### src/core/rbmc_pkg.sv
// Purpose: Shared types and constants for the reset and boot mode control block
// Assumes: One 10 MHz clock; power-on reset arrives as an asynchronous active-high input
// Notes: Constants and types only; the logic sits in the top module
// Operation
// - External reset held low keeps the chip, apart from the debug domain, initialised and in reset.
// - Internal reset releases on the clock after a fixed count following removal.
// - Device reset alone leaves debug module state untouched.
// - Power-on reset asserts internal reset regardless of the external input.
// - Reset pin pull-up is on by default, off once its disable bit is set.
// - Reset output pin follows internal reset state, power-on and external alike.
// - High boot strap selects external boot only when flash is unsecured.
// - Default is internal flash boot; memory mode strap depends on boot and security.
// - System clock may come from crystal, ceramic resonator or external clock.
// - At reset mode B takes unsecured state, mode A the strap, secured forces zero.
// - Mode B loads at reset and also takes writes; writes never change flash security.
package rbmc_pkg;

  localparam int CNT_W = 8;
  localparam logic [CNT_W-1:0] RELEASE_CYCLES = 8'h10;

  // Pin synchroniser indexes
  localparam int SYN_RST = 0;
  localparam int SYN_TRST = 1;
  localparam int SYN_BOOT = 2;
  localparam int SYN_MEM = 3;
  localparam int SYN_N = 4;

  typedef enum logic [1:0] {
    RBMC_HOLD,
    RBMC_COUNT,
    RBMC_RUN
  } rbmc_phase_t;

  typedef enum logic [1:0] {
    RBMC_SRC_CERAMIC,
    RBMC_SRC_CRYSTAL,
    RBMC_SRC_EXTERNAL
  } rbmc_clk_src_t;

  typedef struct packed {
    logic reset_pin;
    logic boot_strap;
    logic mem_strap;
  } rbmc_pud_t;

  typedef struct packed {
    logic mode_bit_b;
    logic mode_bit_a;
  } rbmc_opmode_t;

  typedef struct packed {
    logic [SYN_N-1:0][2:0] sync;
    logic [SYN_N-1:0] stable;
    rbmc_phase_t phase;
    logic [CNT_W-1:0] count;
    logic sys_reset;
    logic reset_out;
    logic debug_reset;
    rbmc_pud_t pud;
    rbmc_opmode_t opmode;
    logic secured_at_reset;
    logic ext_mem_mode;
    rbmc_clk_src_t clk_src;
  } rbmc_state_t;

  localparam rbmc_pud_t PUD_RESET = '{reset_pin: 1'b0, boot_strap: 1'b0, mem_strap: 1'b0};
  localparam rbmc_opmode_t OPMODE_RESET = '{mode_bit_b: 1'b0, mode_bit_a: 1'b0};

  localparam rbmc_state_t STATE_RESET = '{
    sync: '0,
    stable: '0,
    phase: RBMC_HOLD,
    count: '0,
    sys_reset: 1'b1,
    reset_out: 1'b1,
    debug_reset: 1'b1,
    pud: PUD_RESET,
    opmode: OPMODE_RESET,
    secured_at_reset: 1'b1,
    ext_mem_mode: 1'b0,
    clk_src: RBMC_SRC_CERAMIC
  };

endpackage : rbmc_pkg

### src/core/rbmc_top.sv
// Purpose: Chip reset sequencing, reset output, pull-up control and boot mode capture
// Assumes: rst is the power-on reset; pins are asynchronous to sys_clk
// Notes: flash_secured and the write strobes come from logic on sys_clk
`timescale 1ns/10ps
module rbmc_top #(
  parameter logic [rbmc_pkg::CNT_W-1:0] RELEASE_CYCLES = rbmc_pkg::RELEASE_CYCLES
) (
  input wire logic sys_clk,
  input wire logic rst,
  input wire logic reset_n_pin,
  input wire logic test_reset_n_pin,
  input wire logic external_boot_strap,
  input wire logic ext_memory_mode_strap,
  input wire logic flash_secured,
  input wire logic pud_wr,
  input wire rbmc_pkg::rbmc_pud_t pud_wdata,
  input wire logic opmode_wr,
  input wire rbmc_pkg::rbmc_opmode_t opmode_wdata,
  input wire logic clk_src_wr,
  input wire rbmc_pkg::rbmc_clk_src_t clk_src_wdata,
  output logic sys_reset,
  output logic reset_out_pin,
  output logic debug_reset,
  output rbmc_pkg::rbmc_pud_t pullup_disable_register,
  output logic reset_pullup_en,
  output logic boot_pullup_en,
  output logic mem_pullup_en,
  output rbmc_pkg::rbmc_opmode_t operating_mode_register,
  output logic ext_boot_active,
  output logic ext_mem_mode,
  output rbmc_pkg::rbmc_clk_src_t clk_source
);

  rbmc_pkg::rbmc_state_t st;
  rbmc_pkg::rbmc_state_t next_st;
  logic [rbmc_pkg::SYN_N-1:0] pins;

  assign pins = {ext_memory_mode_strap, external_boot_strap, test_reset_n_pin, reset_n_pin};

  always_comb begin
    next_st = st;
    // Three stages; a change is taken only once stages two and three agree
    for (int i = 0; i < rbmc_pkg::SYN_N; i++) begin
      next_st.sync[i] = {st.sync[i][1:0], pins[i]};
      if (st.sync[i][1] == st.sync[i][2]) begin
        next_st.stable[i] = st.sync[i][2];
      end
    end

    case (st.phase)
      rbmc_pkg::RBMC_HOLD: begin
        next_st.count = '0;
        next_st.sys_reset = 1'b1;
        if (st.stable[rbmc_pkg::SYN_RST]) begin
          next_st.phase = rbmc_pkg::RBMC_COUNT;
        end
      end
      rbmc_pkg::RBMC_COUNT: begin
        if (!st.stable[rbmc_pkg::SYN_RST]) begin
          next_st.phase = rbmc_pkg::RBMC_HOLD;
          next_st.count = '0;
        end else if (st.count == RELEASE_CYCLES - 1'b1) begin
          next_st.phase = rbmc_pkg::RBMC_RUN;
          next_st.sys_reset = 1'b0;
          // Boot mode is captured here; before the next reset only opmode writes change it, mode A only if unsecured at reset
          next_st.secured_at_reset = flash_secured;
          next_st.opmode.mode_bit_b = !flash_secured;
          next_st.opmode.mode_bit_a = st.stable[rbmc_pkg::SYN_BOOT] && !flash_secured;
          next_st.ext_mem_mode = st.stable[rbmc_pkg::SYN_MEM] && st.stable[rbmc_pkg::SYN_BOOT]
            && !flash_secured;
        end else begin
          next_st.count = st.count + 1'b1;
        end
      end
      rbmc_pkg::RBMC_RUN: begin
        if (!st.stable[rbmc_pkg::SYN_RST]) begin
          next_st.phase = rbmc_pkg::RBMC_HOLD;
          next_st.sys_reset = 1'b1;
        end
      end
      default: begin
        next_st.phase = rbmc_pkg::RBMC_HOLD;
        next_st.sys_reset = 1'b1;
      end
    endcase

    // A reset in progress reinitialises software-visible state
    if (next_st.sys_reset && st.phase != rbmc_pkg::RBMC_COUNT) begin
      next_st.pud = rbmc_pkg::PUD_RESET;
      next_st.clk_src = rbmc_pkg::RBMC_SRC_CERAMIC;
      next_st.opmode = rbmc_pkg::OPMODE_RESET;
      next_st.ext_mem_mode = 1'b0;
    end else if (!st.sys_reset) begin
      if (pud_wr) begin
        next_st.pud = pud_wdata;
      end
      if (clk_src_wr) begin
        next_st.clk_src = clk_src_wdata;
      end
      if (opmode_wr) begin
        // Mode B is stored but steers nothing, so security cannot be changed from here
        next_st.opmode.mode_bit_b = opmode_wdata.mode_bit_b;
        if (!st.secured_at_reset) begin
          next_st.opmode.mode_bit_a = opmode_wdata.mode_bit_a;
        end
      end
    end

    next_st.reset_out = next_st.sys_reset;
    // Only test reset or power-on touches the debug domain
    next_st.debug_reset = !st.stable[rbmc_pkg::SYN_TRST];
  end

  always_ff @(posedge sys_clk or posedge rst) begin
    if (rst) begin
      st <= rbmc_pkg::STATE_RESET;
    end else begin
      st <= next_st;
    end
  end

  assign sys_reset = st.sys_reset;
  assign reset_out_pin = st.reset_out;
  assign debug_reset = st.debug_reset;
  assign pullup_disable_register = st.pud;
  assign reset_pullup_en = !st.pud.reset_pin;
  assign boot_pullup_en = !st.pud.boot_strap;
  assign mem_pullup_en = !st.pud.mem_strap;
  assign operating_mode_register = st.opmode;
  assign ext_boot_active = st.opmode.mode_bit_a;
  assign ext_mem_mode = st.ext_mem_mode;
  assign clk_source = st.clk_src;
endmodule : rbmc_top

### config.mk
export PLATFORM = sky130hd
export DESIGN_NAME = rbmc_top
export DESIGN_NICKNAME = d
export VERILOG_FILES = /design/src/core/rbmc_pkg.sv /design/src/core/rbmc_top.sv
export SDC_FILE = /design/constraint.sdc
export NUM_CORES = 1
export LEC_CHECK = 0
export ABC_CLOCK_PERIOD_IN_PS = 2200
export BUFFER_PORTS_ARGS = -buffer_cell sky130_fd_sc_hd__buf_2
export CAP_MARGIN = 0
export CORE_MARGIN = 2
export CORE_UTILIZATION = 57
export DETAILED_ROUTE_END_ITERATION = 7
export PLACE_DENSITY = 0.91
export SYNTH_ARGS = -nofsm -noshare
export SYNTH_HDL_FRONTEND = slang
export SYNTH_SLANG_ARGS = --single-unit
### constraint.sdc
create_clock -name sys_clk -period 2.2 [get_ports sys_clk]
set_input_delay 0.33 -clock sys_clk [delete_from_list [all_inputs] [get_ports sys_clk]]
set_output_delay 0.33 -clock sys_clk [all_outputs]
set_load 0.01 [all_outputs]
==> flow_summary.json <==
{
  "vias_per_cell": 5.461,
  "dp_hpwl_um": 2012,
  "synth_edf_count": 0,
  "drc": 0,
  "clkLatencyLatePin_ps": 350,
  "rows": 19,
  "slew_violations": 0,
  "drt-pass1-iter-count": 4,
  "clock-sinks": 37,
  "setup_tns_ps": 0,
  "syn_nets": 163,
  "yosysWarnings": 0,
  "slowest_stage": "dfrtp_1",
  "syn-instance-count": 142,
  "synth-async-reset-ratio_pct": 100.0,
  "slowest_delay_ps": 440,
  "initial_core_util_pct": 59.28,
  "total_power_uw": 2005,
  "status": "finished, final reports clean",
  "fp.coreArea_mm2": 0.002710,
  "drive_above_1_share_pct": 27.17,
  "crit_type": "flip-flop to flip-flop",
  "max_freq_mhz": 584.3,
  "worst_pin_slew_ps": 462.6,
  "post-route-min-period_ps": 1711,
  "hold_path_class": "input port to async pin",
  "path_max_fanout": 5,
  "gr-total-overflow": 0,
  "routed.top_layer": "met4",
  "track_usage_pct": 19.48,
  "drtIter0Drc": 22,
  "wl_met2_um": 1388,
  "setup_viol": 0,
  "cts_buffers": 5,
  "rr_worst_depth": 5,
  "synthFlopType": "dfrtp_1",
  "fill_cells": 213,
  "grt_pass1_vias": 1091,
  "num_io_pins": 32,
  "rsz0062_at_grt": "no",
  "post_cts_buffers": 0,
  "synth_cell_types": 36,
  "met3_wirelength_um": 199,
  "grt_antenna_before_repair": 0,
  "grt_start_max_net_pins": 38,
  "synth_seq_cells": 37,
  "post_cts_resized": 0,
  "dr_total_vias": 1114,
  "critPathCaptureType": "flip-flop",
  "die_x_um": 57.09,
  "tritoncts": "done",
  "clock_path_buffers": 2,
  "r2r_end": "st[20]",
  "pre_cts_ws_ps": 559.0,
  "num_antenna_cells": 0,
  "powerDensity_mw_per_mm2": 1082,
  "fin_ws_ps": 488.7,
  "io_buffer_count": 31,
  "leakagePower_uw": 0.0009158,
  "hold_viol_final": 0,
  "wl_per_cell_um": 13.86,
  "cp.arrival_ps": 1930,
  "final_area_mm2": 0.001853,
  "finClkSkew_ps": 15.59,
  "reg2reg_slack_ps": 490,
  "met1_length_um": 1200,
  "drv_cap": 0,
  "ff_latch_area_um2": 929.6,
  "yosysSeqAreaShare_pct": 57.87,
  "synthTopCellsByArea": "dfrtp_1, dfstp_2, mux2i_1",
  "synth_area_mm2": 0.001607,
  "worstPathCellList": "ha_1 > and3_1 > nand2_1 > a211o_1 > o311ai_0",
  "die_h_um": 57.09,
  "holdWs_ps": 49.96,
  "reg2reg_from": "st[12]",
  "yosysTopAreaCell": "dfrtp_1",
  "grt_pass1_wl_um": 4774,
  "routabilityCongestion": 0.7700,
  "critPathLaunchType": "flip-flop",
  "htreeDepth": 2,
  "cts_root_buf": "clkbuf_4",
  "wirelength_um": 2828,
  "syn_avg_cell_area_um2": 11.31,
  "multi_input_area_um2": 570.5,
  "post-route-period-util_pct": 77.79,
  "postRouteAntennaNets": 0,
  "peakVddDrop_mv": 0.8816,
  "required_ps": 2420,
  "nets": 193,
  "synth_top_area_share_pct": 52.96,
  "timing.slew.headroom_pct": 69.05,
  "clk_pin_slew_worst_paths_ps": 120,
  "die-area_mm2": 0.003259,
  "syn2layout_area_growth_pct": 15.34,
  "cts_hold_buf": 0,
  "placed_cell_area_mm2": 0.001747
}
[worst max path at each step]
stage	from	to	slack [ps]	depth (start not counted)
global placement	st[12]	st[12]	600	5
finish	st[12]	st[20]	490	5
global route	st[20]	operating_mode_register[1]	370	5
CTS	st[12]	st[20]	490	5
detailed placement	st[21]	st[12]	560	6
floorplan	st[20]	st[12]	750	6
[area by class of cell]
class | instances | share of cell area [%]
multi-input combinational | 85 | 30.79
tap | 31 | 2.093
clock inverter | 3 | 3.714
timing repair buffer | 33 | 9.183
clock buffer | 5 | 2.026
inverter | 10 | 2.026
sequential | 37 | 50.17
[stage by stage]
stage | cells | utilization [%]
floorplan | 142 | -
global placement | 196 | 64.45
detailed placement | 196 | 64.45
CTS | 204 | 68.37
global route | 204 | 68.37
finish | 204 | 68.37
[worst max-delay path: cells and delay by family (launching register included)]
family | cells | cell delay [ps]
flip-flops | 1 | 440
AND/OR/NAND/NOR | 2 | 460
AO/OA/AOI/OAI | 2 | 430
adder cells (fa/ha/maj) | 1 | 240
[Yosys cell counts, types with 2 or more instances]
cell type,count
buf_4,8
xor2_1,3
a21oi_1,6
a31oi_1,2
dfrtp_1,34
a211oi_1,2
nand3_1,4
ha_1,4
maj3_1,4
nand4_1,2
inv_1,10
nor3_1,2
a22o_1,2
nand2_1,8
mux2i_1,6
nand2b_1,5
nor2_1,15
dfstp_2,3
o21ai_0,5
[state kept, by name, summed over array words and instances, names as in the netlist]
signal	cells
next_st	8
clk_source	2
pullup_disable_register	3
reset_out_pin	1
debug_reset	1
ext_boot_active	1
ext_mem_mode	1
st	19
operating_mode_register	1
[routing by layer]
layer	GRT usage, %	vias to the layer above
li1	-	540
met1	22.77	531
met2	33.83	36
met3	6.576	7
met4	6.312	0
met5	0	-
[power by group]
group	total (µW)	switching, µW	internal [µW]
registers	875	83.9	791
clock network	592	234	358
logic	539	306	233
total	2010	624	1380
[placed cells by master, fill, tap and decap left out, drive strengths merged, types with 5 or more instances in the layout]
cell type / netlist / layout
buf: 9 / 33
mux2i: 6 / 6
clkbuf: 1 / 5
dfrtp: 34 / 34
a21oi: 6 / 6
nand2b: 5 / 5
inv: 10 / 11
o21ai: 5 / 5
nor2: 15 / 15
nand2: 8 / 8
[cells by family after synthesis]
group	Yosys count	share of synthesized area, %
simple gates	43	14.25
flops	37	57.87
compound gates	25	10.28
buf+inv	20	6.620
fa+ha+maj	8	5.608
mux	6	3.738
xor+xnor	3	1.636
Note: power is estimated with default switching activity, not from simulation.
